## config.mk

```make
export PLATFORM = sky130hd
export DESIGN_NAME = cic_top
export DESIGN_NICKNAME = d
export VERILOG_FILES = /design/src/design/cic_pkg.sv /design/src/design/cic_conv_if.sv /design/src/design/cic_conv_engine.sv /design/src/design/cic_top.sv
export SDC_FILE = /design/constraint.sdc
export NUM_CORES = 1
export LEC_CHECK = 0
export BUFFER_PORTS_ARGS = -buffer_cell sky130_fd_sc_hd__buf_2
export CAP_MARGIN = 25
export CORE_ASPECT_RATIO = 1.4
export CORE_MARGIN = 3
export CORE_UTILIZATION = 45
export CTS_BUF_LIST = sky130_fd_sc_hd__clkbuf_8
export DETAILED_ROUTE_END_ITERATION = 16
export PLACE_DENSITY_LB_ADDON = 0.1
export REMOVE_ABC_BUFFERS = 1
export SYNTH_ARGS = -nofsm -noshare
export SYNTH_HDL_FRONTEND = slang
export SYNTH_SLANG_ARGS = --single-unit
```

## constraint.sdc

```tcl
create_clock -name clock_i -period 6 [get_ports clock_i]
set_input_delay 0.6 -clock clock_i [delete_from_list [all_inputs] [get_ports clock_i]]
set_output_delay 0.6 -clock clock_i [all_outputs]
set_load 0.03 [all_outputs]
```

## src/design/cic_pkg.sv

```systemverilog
// Shared constants and types for the charger interrupt-mask and converter
// control register block.
// Assumes a single 125 MHz clock domain and an I2C host on the pins.
package cic_pkg;

    // Clock and pulse timing
    localparam int CLK_PERIOD_PS = 8000;
    localparam int INT_PULSE_NS = 256;
    localparam int INT_PULSE_CYC_CALC = (INT_PULSE_NS * 1000) / CLK_PERIOD_PS;
    localparam int INT_PULSE_CYC = (INT_PULSE_CYC_CALC < 1) ? 1 :
                                   INT_PULSE_CYC_CALC;
    localparam int INT_CNT_W = 12;

    // Serial port
    localparam logic [6:0] DEV_ADDR_DEF = 7'h55;  // Arbitrary target address
    localparam logic [3:0] BITS_PER_BYTE = 4'h8;

    // Register offsets
    localparam logic [7:0] OFS_CHARGE_STATE_IRQ_BLOCK_B = 8'h24;
    localparam logic [7:0] OFS_FAULT_MASK = 8'h25;
    localparam logic [7:0] OFS_CONV_CTRL = 8'h26;
    localparam logic [7:0] OFS_RESULT_LO = 8'h28;
    localparam logic [7:0] OFS_RESULT_HI = 8'h29;

    // Reset values and writable bits
    localparam logic [7:0] RST_CHARGE_STATE_IRQ_BLOCK_B = 8'h00;
    localparam logic [7:0] RST_FAULT_MASK = 8'h00;
    localparam logic [7:0] RST_CONV_CTRL = 8'h30;
    localparam logic [7:0] WMASK_CHARGE_STATE_IRQ_BLOCK_B = 8'h09;
    localparam logic [7:0] WMASK_FAULT_MASK = 8'hF9;
    localparam logic [7:0] WMASK_CONV_CTRL = 8'hFC;

    // Field positions: second charger mask register
    localparam int BIT_CHARGE_STATE_IRQ_BLOCK = 3;
    localparam int BIT_INPUT_SUPPLY_STATE_IRQ_BLOCK = 0;
    // Field positions: fault mask register
    localparam int BIT_INPUT_FAULT_IRQ_BLOCK = 7;
    localparam int BIT_BATTERY_FAULT_IRQ_BLOCK = 6;
    localparam int BIT_SYSTEM_RAIL_FAULT_IRQ_BLOCK = 5;
    localparam int BIT_OUTPUT_PATH_FAULT_IRQ_BLOCK = 4;
    localparam int BIT_DIE_OVERHEAT_IRQ_BLOCK = 3;
    localparam int BIT_TEMP_ZONE_IRQ_BLOCK = 0;
    // Field positions: converter control register
    localparam int BIT_CONV_ENABLE = 7;
    localparam int BIT_CONV_ONE_SHOT = 6;
    localparam int BIT_SPEED_HI = 5;
    localparam int BIT_SPEED_LO = 4;
    localparam int BIT_AVERAGING_SELECT = 3;
    localparam int BIT_AVERAGING_SEED_SELECT = 2;

    // Event vector indexes
    localparam int EV_CHARGE_STATE = 0;
    localparam int EV_INPUT_SUPPLY_STATE = 1;
    localparam int EV_INPUT_FAULT = 2;
    localparam int EV_BATTERY_FAULT = 3;
    localparam int EV_SYSTEM_RAIL_FAULT = 4;
    localparam int EV_OUTPUT_PATH_FAULT = 5;
    localparam int EV_DIE_OVERHEAT = 6;
    localparam int EV_TEMP_ZONE = 7;
    localparam int EV_COUNT = 8;

    // Converter
    localparam int SAMPLE_W = 12;
    localparam int RESULT_W = 16;
    localparam logic [RESULT_W-1:0] RESULT_POR = 16'h0000;

    typedef enum logic [8:0] {
        ST_IDLE = 9'h001,
        ST_ADDR = 9'h002,
        ST_ADDR_ACK = 9'h004,
        ST_PTR = 9'h008,
        ST_PTR_ACK = 9'h010,
        ST_WDATA = 9'h020,
        ST_WACK = 9'h040,
        ST_RDATA = 9'h080,
        ST_RACK = 9'h100
    } cic_i2c_state_e;

endpackage

```

## src/design/cic_conv_if.sv

```systemverilog
// Carrier between the register block and the converter result engine.
// Assumes both ends share clock_i.
`timescale 1ns/10ps
`default_nettype none
interface cic_conv_if;
    import cic_pkg::*;
    logic enable;
    logic one_shot;
    logic [1:0] speed;
    logic avg_on;
    logic seed_new;
    logic sample_valid;
    logic [SAMPLE_W-1:0] sample;
    logic [RESULT_W-1:0] result;
    logic pass_done;
    modport ctl (output enable, output one_shot, output speed, output avg_on,
                 output seed_new, output sample_valid, output sample,
                 input result, input pass_done);
    modport eng (input enable, input one_shot, input speed, input avg_on,
                 input seed_new, input sample_valid, input sample,
                 output result, output pass_done);
endinterface
`default_nettype wire

```

## src/design/cic_conv_engine.sv

```systemverilog
// Converter result engine: resolution trim, averaging and one-shot control.
// Assumes samples arrive as one-cycle strobes on clock_i.
`timescale 1ns/10ps
`default_nettype none
module cic_conv_engine (
    input wire logic clock_i,
    input wire logic reset_i,
    cic_conv_if.eng conv
);
    import cic_pkg::*;

    typedef struct packed {
        logic [RESULT_W-1:0] result;
        logic avg_started;
        logic shot_taken;
        logic pass_done;
    } cic_eng_s;

    cic_eng_s st_r;
    cic_eng_s st_nxt;
    logic [SAMPLE_W-1:0] trim_mask;
    logic [RESULT_W-1:0] fresh;
    logic [RESULT_W:0] avg_sum;

    always_comb begin
        trim_mask = {SAMPLE_W{1'b1}} << conv.speed;
        fresh = RESULT_W'(conv.sample & trim_mask);
        avg_sum = {1'b0, st_r.result} + {1'b0, fresh};
        st_nxt = st_r;
        st_nxt.pass_done = 1'b0;
        if (!conv.enable) begin
            st_nxt.avg_started = 1'b0;
            st_nxt.shot_taken = 1'b0;
        end else if (conv.sample_valid && !st_r.shot_taken) begin
            if (!conv.avg_on || (!st_r.avg_started && conv.seed_new)) begin
                st_nxt.result = fresh;
            end else begin
                st_nxt.result = avg_sum[RESULT_W:1];
            end
            st_nxt.avg_started = conv.avg_on;
            if (conv.one_shot) begin
                st_nxt.shot_taken = 1'b1;
                st_nxt.pass_done = 1'b1;
            end
        end
    end

    always_ff @(posedge clock_i or posedge reset_i) begin
        if (reset_i) begin
            st_r <= '{result: RESULT_POR, default: 1'b0};
        end else begin
            st_r <= st_nxt;
        end
    end

    assign conv.result = st_r.result;
    assign conv.pass_done = st_r.pass_done;
endmodule
`default_nettype wire

```

## src/design/cic_top.sv

```systemverilog
// Charger interrupt-mask and converter control registers behind an I2C
// target port, with interrupt pulse generation.
// Assumes event strobes and samples come from logic on clock_i; SCL and SDA
// are asynchronous pins with an external pull-up on SDA.
`timescale 1ns/10ps
`default_nettype none
module cic_top #(
    parameter logic [6:0] DEV_ADDR = cic_pkg::DEV_ADDR_DEF,
    parameter int INT_PULSE_CYCLES = cic_pkg::INT_PULSE_CYC
) (
    input wire logic clock_i,
    input wire logic reset_i,
    input wire logic scl_i,
    input wire logic sda_i,
    output logic sda_o,
    output logic sda_oe_n_o,
    input wire logic [cic_pkg::EV_COUNT-1:0] events_i,
    input wire logic flag_clear_i,
    input wire logic reg_reset_i,
    input wire logic watchdog_expired_i,
    input wire logic sample_valid_i,
    input wire logic [cic_pkg::SAMPLE_W-1:0] sample_i,
    output logic int_n_o,
    output logic [cic_pkg::EV_COUNT-1:0] flags_o,
    output logic conv_enable_o,
    output logic conv_one_shot_o,
    output logic [1:0] conv_speed_o,
    output logic [cic_pkg::RESULT_W-1:0] conv_result_o
);
    import cic_pkg::*;

    typedef struct packed {
        logic [2:0] scl_sync;
        logic [2:0] sda_sync;
        logic scl_f;
        logic sda_f;
        cic_i2c_state_e state;
        logic [3:0] bit_cnt;
        logic [7:0] shift;
        logic [7:0] tx;
        logic [7:0] ptr;
        logic read_dir;
        logic host_nack;
        logic sda_low;
        logic sda_oe_n;
        logic [7:0] charge_state_irq_block_b;
        logic [7:0] fault_mask;
        logic [7:0] conv_ctrl;
        logic [EV_COUNT-1:0] flags;
        logic [INT_CNT_W-1:0] int_cnt;
        logic int_n;
        logic [RESULT_W-1:0] result_out;
    } cic_top_s;

    cic_top_s st_r;
    cic_top_s st_nxt;
    cic_conv_if conv ();

    logic scl_rise;
    logic scl_fall;
    logic start_seen;
    logic stop_seen;
    logic [EV_COUNT-1:0] block_vec;
    logic [EV_COUNT-1:0] irq_events;
    logic [7:0] rd_byte;
    logic wr_strobe;
    logic [7:0] wr_data;

    localparam logic [INT_CNT_W-1:0] PULSE_LEN =
        INT_CNT_W'(INT_PULSE_CYCLES);

    function automatic logic [7:0] read_reg(input logic [7:0] ofs,
                                            input cic_top_s s);
        logic [7:0] val;
        val = 8'h00;
        if (ofs == OFS_CHARGE_STATE_IRQ_BLOCK_B) begin
            val = s.charge_state_irq_block_b & WMASK_CHARGE_STATE_IRQ_BLOCK_B;
        end else if (ofs == OFS_FAULT_MASK) begin
            val = s.fault_mask & WMASK_FAULT_MASK;
        end else if (ofs == OFS_CONV_CTRL) begin
            val = s.conv_ctrl & WMASK_CONV_CTRL;
        end else if (ofs == OFS_RESULT_LO) begin
            val = s.result_out[7:0];
        end else if (ofs == OFS_RESULT_HI) begin
            val = s.result_out[15:8];
        end
        return val;
    endfunction

    // Mask bit that blocks each event's interrupt pulse
    always_comb begin
        block_vec = '0;
        block_vec[EV_CHARGE_STATE] =
            st_r.charge_state_irq_block_b[BIT_CHARGE_STATE_IRQ_BLOCK];
        block_vec[EV_INPUT_SUPPLY_STATE] =
            st_r.charge_state_irq_block_b[BIT_INPUT_SUPPLY_STATE_IRQ_BLOCK];
        block_vec[EV_INPUT_FAULT] =
            st_r.fault_mask[BIT_INPUT_FAULT_IRQ_BLOCK];
        block_vec[EV_BATTERY_FAULT] =
            st_r.fault_mask[BIT_BATTERY_FAULT_IRQ_BLOCK];
        block_vec[EV_SYSTEM_RAIL_FAULT] =
            st_r.fault_mask[BIT_SYSTEM_RAIL_FAULT_IRQ_BLOCK];
        block_vec[EV_OUTPUT_PATH_FAULT] =
            st_r.fault_mask[BIT_OUTPUT_PATH_FAULT_IRQ_BLOCK];
        block_vec[EV_DIE_OVERHEAT] =
            st_r.fault_mask[BIT_DIE_OVERHEAT_IRQ_BLOCK];
        block_vec[EV_TEMP_ZONE] =
            st_r.fault_mask[BIT_TEMP_ZONE_IRQ_BLOCK];
    end

    genvar gi;
    generate
        for (gi = 0; gi < EV_COUNT; gi++) begin : g_gate
            assign irq_events[gi] = events_i[gi] & ~block_vec[gi];
        end
    endgenerate

    always_comb begin
        st_nxt = st_r;
        wr_strobe = 1'b0;
        wr_data = st_r.shift;

        // Pin filtering: a change counts once the last two stages agree
        st_nxt.scl_sync = {st_r.scl_sync[1:0], scl_i};
        st_nxt.sda_sync = {st_r.sda_sync[1:0], sda_i};
        if (st_r.scl_sync[1] == st_r.scl_sync[2]) begin
            st_nxt.scl_f = st_r.scl_sync[2];
        end
        if (st_r.sda_sync[1] == st_r.sda_sync[2]) begin
            st_nxt.sda_f = st_r.sda_sync[2];
        end
        scl_rise = st_nxt.scl_f && !st_r.scl_f;
        scl_fall = !st_nxt.scl_f && st_r.scl_f;
        start_seen = st_r.scl_f && st_nxt.scl_f && st_r.sda_f &&
                     !st_nxt.sda_f;
        stop_seen = st_r.scl_f && st_nxt.scl_f && !st_r.sda_f &&
                    st_nxt.sda_f;
        rd_byte = read_reg(st_r.ptr, st_r);

        if (start_seen) begin
            st_nxt.state = ST_ADDR;
            st_nxt.bit_cnt = '0;
            st_nxt.sda_low = 1'b0;
        end else if (stop_seen) begin
            st_nxt.state = ST_IDLE;
            st_nxt.sda_low = 1'b0;
        end else if (scl_rise) begin
            case (st_r.state)
                ST_ADDR, ST_PTR, ST_WDATA: begin
                    st_nxt.shift = {st_r.shift[6:0], st_nxt.sda_f};
                    st_nxt.bit_cnt = st_r.bit_cnt + 4'h1;
                end
                ST_RDATA: begin
                    st_nxt.bit_cnt = st_r.bit_cnt + 4'h1;
                end
                ST_RACK: begin
                    st_nxt.host_nack = st_nxt.sda_f;
                end
                default: begin
                end
            endcase
        end else if (scl_fall) begin
            case (st_r.state)
                ST_ADDR: begin
                    if (st_r.bit_cnt == BITS_PER_BYTE) begin
                        if (st_r.shift[7:1] == DEV_ADDR) begin
                            st_nxt.read_dir = st_r.shift[0];
                            st_nxt.sda_low = 1'b1;
                            st_nxt.state = ST_ADDR_ACK;
                        end else begin
                            st_nxt.state = ST_IDLE;
                        end
                    end
                end
                ST_ADDR_ACK: begin
                    st_nxt.bit_cnt = '0;
                    if (st_r.read_dir) begin
                        st_nxt.tx = rd_byte;
                        st_nxt.ptr = st_r.ptr + 8'h01;
                        st_nxt.sda_low = ~rd_byte[7];
                        st_nxt.state = ST_RDATA;
                    end else begin
                        st_nxt.sda_low = 1'b0;
                        st_nxt.state = ST_PTR;
                    end
                end
                ST_PTR: begin
                    if (st_r.bit_cnt == BITS_PER_BYTE) begin
                        st_nxt.ptr = st_r.shift;
                        st_nxt.sda_low = 1'b1;
                        st_nxt.state = ST_PTR_ACK;
                    end
                end
                ST_WDATA: begin
                    if (st_r.bit_cnt == BITS_PER_BYTE) begin
                        wr_strobe = 1'b1;
                        st_nxt.ptr = st_r.ptr + 8'h01;
                        st_nxt.sda_low = 1'b1;
                        st_nxt.state = ST_WACK;
                    end
                end
                ST_PTR_ACK, ST_WACK: begin
                    st_nxt.bit_cnt = '0;
                    st_nxt.sda_low = 1'b0;
                    st_nxt.state = ST_WDATA;
                end
                ST_RDATA: begin
                    if (st_r.bit_cnt == BITS_PER_BYTE) begin
                        st_nxt.sda_low = 1'b0;
                        st_nxt.state = ST_RACK;
                    end else begin
                        st_nxt.tx = {st_r.tx[6:0], 1'b0};
                        st_nxt.sda_low = ~st_r.tx[6];
                    end
                end
                ST_RACK: begin
                    st_nxt.bit_cnt = '0;
                    if (st_r.host_nack) begin
                        st_nxt.state = ST_IDLE;
                    end else begin
                        st_nxt.tx = rd_byte;
                        st_nxt.ptr = st_r.ptr + 8'h01;
                        st_nxt.sda_low = ~rd_byte[7];
                        st_nxt.state = ST_RDATA;
                    end
                end
                default: begin
                    st_nxt.sda_low = 1'b0;
                end
            endcase
        end

        // Register writes, reserved bits held at zero
        if (wr_strobe) begin
            if (st_r.ptr == OFS_CHARGE_STATE_IRQ_BLOCK_B) begin
                st_nxt.charge_state_irq_block_b = wr_data & WMASK_CHARGE_STATE_IRQ_BLOCK_B;
            end else if (st_r.ptr == OFS_FAULT_MASK) begin
                st_nxt.fault_mask = wr_data & WMASK_FAULT_MASK;
            end else if (st_r.ptr == OFS_CONV_CTRL) begin
                st_nxt.conv_ctrl = wr_data & WMASK_CONV_CTRL;
            end
        end

        // One-shot pass finished: enable drops
        if (conv.pass_done) begin
            st_nxt.conv_ctrl[BIT_CONV_ENABLE] = 1'b0;
        end
        if (watchdog_expired_i) begin
            st_nxt.conv_ctrl[BIT_CONV_ENABLE] = 1'b0;
        end
        if (reg_reset_i) begin
            st_nxt.charge_state_irq_block_b = RST_CHARGE_STATE_IRQ_BLOCK_B;
            st_nxt.fault_mask = RST_FAULT_MASK;
            st_nxt.conv_ctrl = RST_CONV_CTRL;
        end

        // Sticky flags ignore masks; a new event beats a clear
        st_nxt.flags = (st_r.flags & ~{EV_COUNT{flag_clear_i}}) |
                       events_i;

        // Active-low interrupt pulse, retriggered by any unmasked event
        if (|irq_events) begin
            st_nxt.int_cnt = PULSE_LEN;
            st_nxt.int_n = 1'b0;
        end else if (st_r.int_cnt > 1) begin
            st_nxt.int_cnt = st_r.int_cnt - 1'b1;
        end else begin
            st_nxt.int_cnt = '0;
            st_nxt.int_n = 1'b1;
        end

        st_nxt.sda_oe_n = ~st_nxt.sda_low;
        st_nxt.result_out = conv.result;
    end

    always_ff @(posedge clock_i or posedge reset_i) begin
        if (reset_i) begin
            st_r <= '0;
            st_r.scl_sync <= 3'h7;
            st_r.sda_sync <= 3'h7;
            st_r.scl_f <= 1'b1;
            st_r.sda_f <= 1'b1;
            st_r.state <= ST_IDLE;
            st_r.charge_state_irq_block_b <= RST_CHARGE_STATE_IRQ_BLOCK_B;
            st_r.fault_mask <= RST_FAULT_MASK;
            st_r.conv_ctrl <= RST_CONV_CTRL;
            st_r.int_n <= 1'b1;
            st_r.sda_oe_n <= 1'b1;
            st_r.result_out <= RESULT_POR;
        end else begin
            st_r <= st_nxt;
        end
    end

    // Converter controls straight from the control register, sample strobe and data straight from the input pins
    assign conv.enable = st_r.conv_ctrl[BIT_CONV_ENABLE];
    assign conv.one_shot = st_r.conv_ctrl[BIT_CONV_ONE_SHOT];
    assign conv.speed = st_r.conv_ctrl[BIT_SPEED_HI:BIT_SPEED_LO];
    assign conv.avg_on = st_r.conv_ctrl[BIT_AVERAGING_SELECT];
    assign conv.seed_new = st_r.conv_ctrl[BIT_AVERAGING_SEED_SELECT];
    assign conv.sample_valid = sample_valid_i;
    assign conv.sample = sample_i;

    cic_conv_engine u_engine (
        .clock_i(clock_i),
        .reset_i(reset_i),
        .conv(conv)
    );

    // Open-drain SDA: enable low pulls the wire low
    assign sda_o = 1'b0;
    assign sda_oe_n_o = st_r.sda_oe_n;
    assign int_n_o = st_r.int_n;
    assign flags_o = st_r.flags;
    assign conv_enable_o = st_r.conv_ctrl[BIT_CONV_ENABLE];
    assign conv_one_shot_o = st_r.conv_ctrl[BIT_CONV_ONE_SHOT];
    assign conv_speed_o = st_r.conv_ctrl[BIT_SPEED_HI:BIT_SPEED_LO];
    assign conv_result_o = st_r.result_out;
endmodule
`default_nettype wire

```

=== Yosys cells after proc, flatten, opt, wreduce, memory -nomap -nowiden ===
Index checks and enable logic that the tools add are counted.

* Logic and storage cells: 214
* Input bits: 28
* Flip-flop bits (word level): 125
* Output and inout bits: 31

* Reduce and logical (&&, ||, !) cells: 48
* Mux-type cells: 73
* Bitwise operators: 26
* $lt $le $gt $ge: 1
* Shift-type cells: 1
* $add $sub $neg: 4
* Equality and inequality tests: 36

{| class="wikitable"
|+ Operators with widths
! kind !! number
|-
| two-way mux 8 bit || 15
|-
| two-way mux 16 bit || 4
|-
| case mux 9 bit (7 select lines) || 1
|-
| two-way mux 9 bit || 6
|-
| equality test 8 x 6 -> 1 bit (second input constant) || 5
|-
| two-way mux 20 bit || 2
|-
| two-way mux 13 bit || 3
|-
| two-way mux 17 bit || 2
|-
| case mux 8 bit (4 select lines) || 1
|-
| two-way mux 30 bit || 1
|-
| two-way mux 1 bit || 27
|-
| case mux 8 bit (3 select lines) || 1
|-
| != test 2 bit (second input constant) || 10
|-
| AND reduction 4 bit || 5
|-
| adder 16 x 12 -> 17 bit || 1
|-
| two-way mux 4 bit || 4
|-
| != test 4 bit (second input constant) || 4
|-
| inverter 1 bit || 14
|-
| AND reduction 7 bit || 2
|-
| AND 12 bit || 1
|-
| greater-than comparator 12 x 1 -> 1 bit (second input constant) || 1
|-
| two-way mux 12 bit || 1
|-
| nonzero test 3 bit || 4
|-
| nonzero test 4 bit || 3
|-
| other kinds (39) || 71
|}

=== Logic depth before layout (Yosys ltp) ===
* Depth after elaboration: 14
* Mapped depth: 12
* Gate-level depth less buffers: 11

=== Hierarchy ===
Synthesis repeated with hierarchy kept, for this count alone.

* Cells, all modules: 746
* Area total of the unflattened synthesis: 7,135.6 um^2

{| class="wikitable"
|+ By module, submodules not included
! module !! seq. area each (um^2) !! instances !! cells an instance !! area each (um^2)
|-
| cic_top || 2,493.6 || 1 || 557 || 5,517.8
|-
| cic_conv_engine || 475.5 || 1 || 189 || 1,617.8
|}

=== Worst setup path before layout ===
Ideal clock, no wire load.

* Path type: input to register
* Start: input port sample_i[0] (netlist bit)
* End: register u_engine.st_r, in the netlist u_engine.conv.result[11]
* Arrival time: 2.681 ns
* Path slack: 3.193 ns
* Stages on the path: 9
* Cell sequence: nor4bb_1 -> inv_1 -> fa_1 -> nor2b_1 -> o311ai_0 -> a211oi_1 -> o21ai_0 -> mux2i_1 -> a221o_1

* Longest elaborated chain between the ends: 3

{| class="wikitable"
|+ RTL lines
! what !! RTL line !! text
|-
| from (decl) || cic_top.sv:22 || <nowiki>input wire logic [cic_pkg::SAMPLE_W-1:0] sample_i,</nowiki>
|-
| AND 12 bit || cic_conv_engine.sv:27 || <nowiki>fresh = RESULT_W'(conv.sample & trim_mask);</nowiki>
|-
| adder 16 x 12 -> 17 bit || cic_conv_engine.sv:28 || <nowiki>avg_sum = {1'b0, st_r.result} + {1'b0, fresh};</nowiki>
|-
| two-way mux 16 bit || cic_conv_engine.sv:35 || <nowiki>if (!conv.avg_on || (!st_r.avg_started && conv.seed_new)) begin</nowiki>
|-
| to (signal assigned) || cic_conv_engine.sv:52 || <nowiki>st_r <= st_nxt;</nowiki>
|-
| to (decl) || cic_conv_engine.sv:19 || <nowiki>cic_eng_s st_r;</nowiki>
|}

Every way passes these cells.
A chain may end at the register's enable or synchronous reset.

=== Final worst setup path ===
* Start: register st_r, in the netlist conv_speed_o[0]
* End: register u_engine.st_r, in the netlist u_engine.conv.result[11]

* Longest elaborated chain between the ends: 4

{| class="wikitable"
|+ RTL lines
! what !! RTL line !! text
|-
| from (decl) || cic_top.sv:55 || <nowiki>cic_top_s st_r;</nowiki>
|-
| from (signal assigned) || cic_top.sv:291 || <nowiki>st_r <= st_nxt;</nowiki>
|-
| << shifter 12 x 2 -> 12 bit (*) || cic_conv_engine.sv:26 || <nowiki>trim_mask = {SAMPLE_W{1'b1}} << conv.speed;</nowiki>
|-
| AND 12 bit (*) || cic_conv_engine.sv:27 ||
|-
| adder 16 x 12 -> 17 bit || cic_conv_engine.sv:28 ||
|-
| two-way mux 16 bit (*) || cic_conv_engine.sv:35 ||
|}

Every way passes the cells marked *; elsewhere a longest branch is shown, timed or not.

==> metrics.md <==
| Metric | Value |
|---|---|
| Fraction of layout cells with a size suffix above 1 | `17.9%` |
| Final wirelength | `16800 um` |
| Syn Inst Count | `696` |
| Combinational power share | `12.0%` |
| Final ANT Viol Nets | `0` |
| RePlAce Congestion | `0.910` |
| Crit path kind | `flip-flop to flip-flop` |
| Initial Util | `46.9%` |
| Width of the chip | `109 um` |
| Startpoint Class | `flip-flop` |
| Drt wl/cell | `18.2 um` |
| Final net count | `774` |
| Synthesis Warnings | `0` |
| Hold WS | `193 ps` |
| N_diodes | `0` |
| CP endpoint kind | `flip-flop` |
| Area Overhead vs Synth | `9.31%` |
| Final hold violation count | `0` |
| Placed instance area | `0.00682 mm2` |
| FFs w/ async S/R, synth | `100%` |
| Total number of vias | `5280` |
| Initial antenna violation count | `0` |
| Commonest non-fill, non-tap cells in the layout | `105 x dfrtp_1, 74 x nor2_1, 57 x buf_2` |
| Post-CTS Setup Repair Bufs | `0` |
| Dpl ws | `2570 ps` |
| Fillers | `1366` |
| Fin crit share | `52.8%` |
| Reg area | `0.00297 mm2` |
| Core Util, Final | `51.2%` |
| IO Port Bufs | `57` |
| Top post-synthesis cells by area | `dfrtp_1 40%, dfstp_2 5.1%, nor2_1 4.2%` |
| Die ar. | `0.0163 mm2` |
| Final instance area | `between 0.007 and 0.008 mm2` |
| Max FO, Critical Path | `6` |
| Worst IR Drop VDD | `0.118 mV` |
| Pwr/cell area | `257 mW/mm2` |
| DR DRC count | `0` |
| Total track usage | `21.8%` |
| Largest net degree at the start of global routing | `79` |
| Area of the core | `0.0142 mm2` |
| Vias/cell | `5.73` |
| GRT overflow | `0` |
| Avg Cell Area, Syn | `9.54 um2` |
| RSZ-0062 raised after global routing | `false` |
| CTS tree | `yes` |
| Required @ worst endpoint | `6330 ps` |
| Net Sw Power | `0.505 mW` |
| Worst Skew | `12.8 ps` |
| Final Max Tran Viols | `0` |
| Fin crit period | `~3200 ps` |
| Critical Path AT | `about 3500 ps` |
| Register area share after synthesis | `44.7%` |
| Num ports | `59` |
| Pwr Total | `around 1.9 mW` |
| Max_slew headroom | `between 30% and 40%` |
| Synth unique cells | `79` |
| Setup ws final | `2830 ps` |
| Num CTS Buffers | `17` |
| Post-synth EDFFs | `0` |
| DRT iter0 DRCs | `between 300 and 400` |
| Vias in the first global route | `between 5000 and 6000` |
| Hold buffers post-CTS | `0` |
| Multi-input gate area | `0.00321 mm2` |
| Total number of H-tree levels | `4` |
| Clock power frac | `about two fifths` |
| Synthesized area | `0.00664 mm2` |
| Commonest non-fill, non-tap cell in the layout | `dfrtp_1` |
| Global-route wire length before repair | `about 27000 um` |
| FMAX | `around 0.32 GHz` |
| Static leakage | `3.42 nW` |
| Max-Cap Viols | `0` |
| Hold Crit Class | `input port to asynchronous set/reset pin` |
| Clock sink count | `118` |
| Resized Gates After CTS | `0` |
| # rows | `51` |
| Detailed Place HPWL | `12400 um` |
| Most used DFF post-synth | `dfrtp_1` |
| TNS Setup | `0 ps` |
| Synth top area share | `39.6%` |
| Outcome | `finished, final reports clean` |
| Clock Tree Buf Depth | `2` |
| Clock-pin slew on the worst setup and hold paths | `around 80 ps` |
| Final non-filler cell total | `slightly above 900` |
| Flops & latches, synth | `roughly 120` |
| Worst Tran Pin Value | `around 970 ps` |
| Yosys top cell by area | `dfrtp_1` |
| Clock root cell | `clkbuf_8` |
| DIE HEIGHT | `around 150 um` |
| Skew-Pair Late Insertion Delay | `~450 ps` |
| Sequential share of power | `~48%` |
| Placed cells | `888` |
| Sw Share | `27.0%` |
| Pint | `1.36 mW` |
| TritonRoute pass-1 iters | `6` |
| Setup violations, final | `0` |
## path summary, 6_finish.rpt
| kind | start | end | depth (start not counted) | slack, ps |
|---|---|---|---|---|
| max in group asynchronous | reset_i | st_r[109] | 4 | 4840 |
| min in group clock_i | sda_i | st_nxt[105] | 1 | 250 |
| setup / recovery | conv_speed_o[0] | u_engine.conv.result[11] | 9 | 2830 |
| setup reg to reg | conv_speed_o[0] | u_engine.conv.result[11] | 9 | 2830 |
| hold reg to reg | st_nxt[105] | st_nxt[106] | 0 | 360 |
| hold / removal | reset_i | flags_o[3] | 2 | 190 |
## metal layers
| layer | up-vias | global-route usage [%] | routed length, um |
|---|---|---|---|
| met4 | 0 | 9.98 | 595 |
| met1 | 2586 | 24.8 | 6670 |
| met5 | - | 0 | 0 |
| met2 | 141 | 38.4 | 8840 |
| met3 | 41 | 5.01 | 692 |
| li1 | 2512 | - | - |
## synthesized netlist by cell type (6+ instances only)
library cell,n
nor2_1,74
a31oi_1,8
buf_4,29
and3_1,10
mux2_2,11
a21oi_1,51
o21a_1,9
nand2b_1,10
nor2b_1,11
dfstp_2,13
xnor2_1,11
xor2_1,10
a21o_1,13
inv_1,29
nand4_1,6
mux2i_1,18
dfrtp_1,105
nor3_1,14
a22oi_1,9
ha_1,22
o21ai_0,33
nand3_1,26
clkbuf_1,14
nand2_1,52
## logic make-up (layout without fill, tap and decap cells)
family | after synthesis | after routing | share of synthesized area [%]
other | 1 | 1 | 0.0565
buffers and inverters | 81 | 121 | 6.99
adder cells (fa/ha/maj) | 23 | 23 | 4.45
flip-flops | 118 | 118 | 44.7
AO/OA/AOI/OAI | 176 | 176 | 17.5
multiplexers | 29 | 29 | 4.58
AND/OR/NAND/NOR | 247 | 247 | 18.9
XOR/XNOR | 21 | 21 | 2.77
## critical path, stage by stage, from the launching register on
cell and delay, ps:
dfstp_2 400, nor4bb_1 500, inv_1 120, fa_1 390
nor2b_1 190, o311ai_0 250, a211oi_1 490, o21ai_0 260
mux2i_1 160, a221o_1 270
## power by group through the flow
stage / Combinational [mW] / Clock (mW) / Sequential [mW]
after CTS: 0.224 / 0.778 / 0.890
after global placement: 0.221 / 0 / 0.904
after global routing: 0.252 / 0.805 / 0.896
final: 0.225 / 0.753 / 0.890
after floorplan: 0.142 / 0 / 0.905
after detailed placement: 0.223 / 0 / 0.904
## cell type report
cell class | count | area share, %
clock buffers | 20 | 3.79
clock inverters | 12 | 1.88
inverters | 29 | 1.53
multi-input cells | 497 | 44.2
flip-flops and latches | 118 | 40.9
well taps | 185 | 3.19
repair buffers | 60 | 4.52
## state kept, by name (all words and copies together) (netlist names), 2 cells and up
name,cells
st_nxt,4
conv_result_o,16
conv_speed_o,2
u_engine.st_r,2
flags_o,8
u_engine.conv.result,16
st_r,47
block_vec,8
wr_data,8
(Power assumes the default switching activity.)
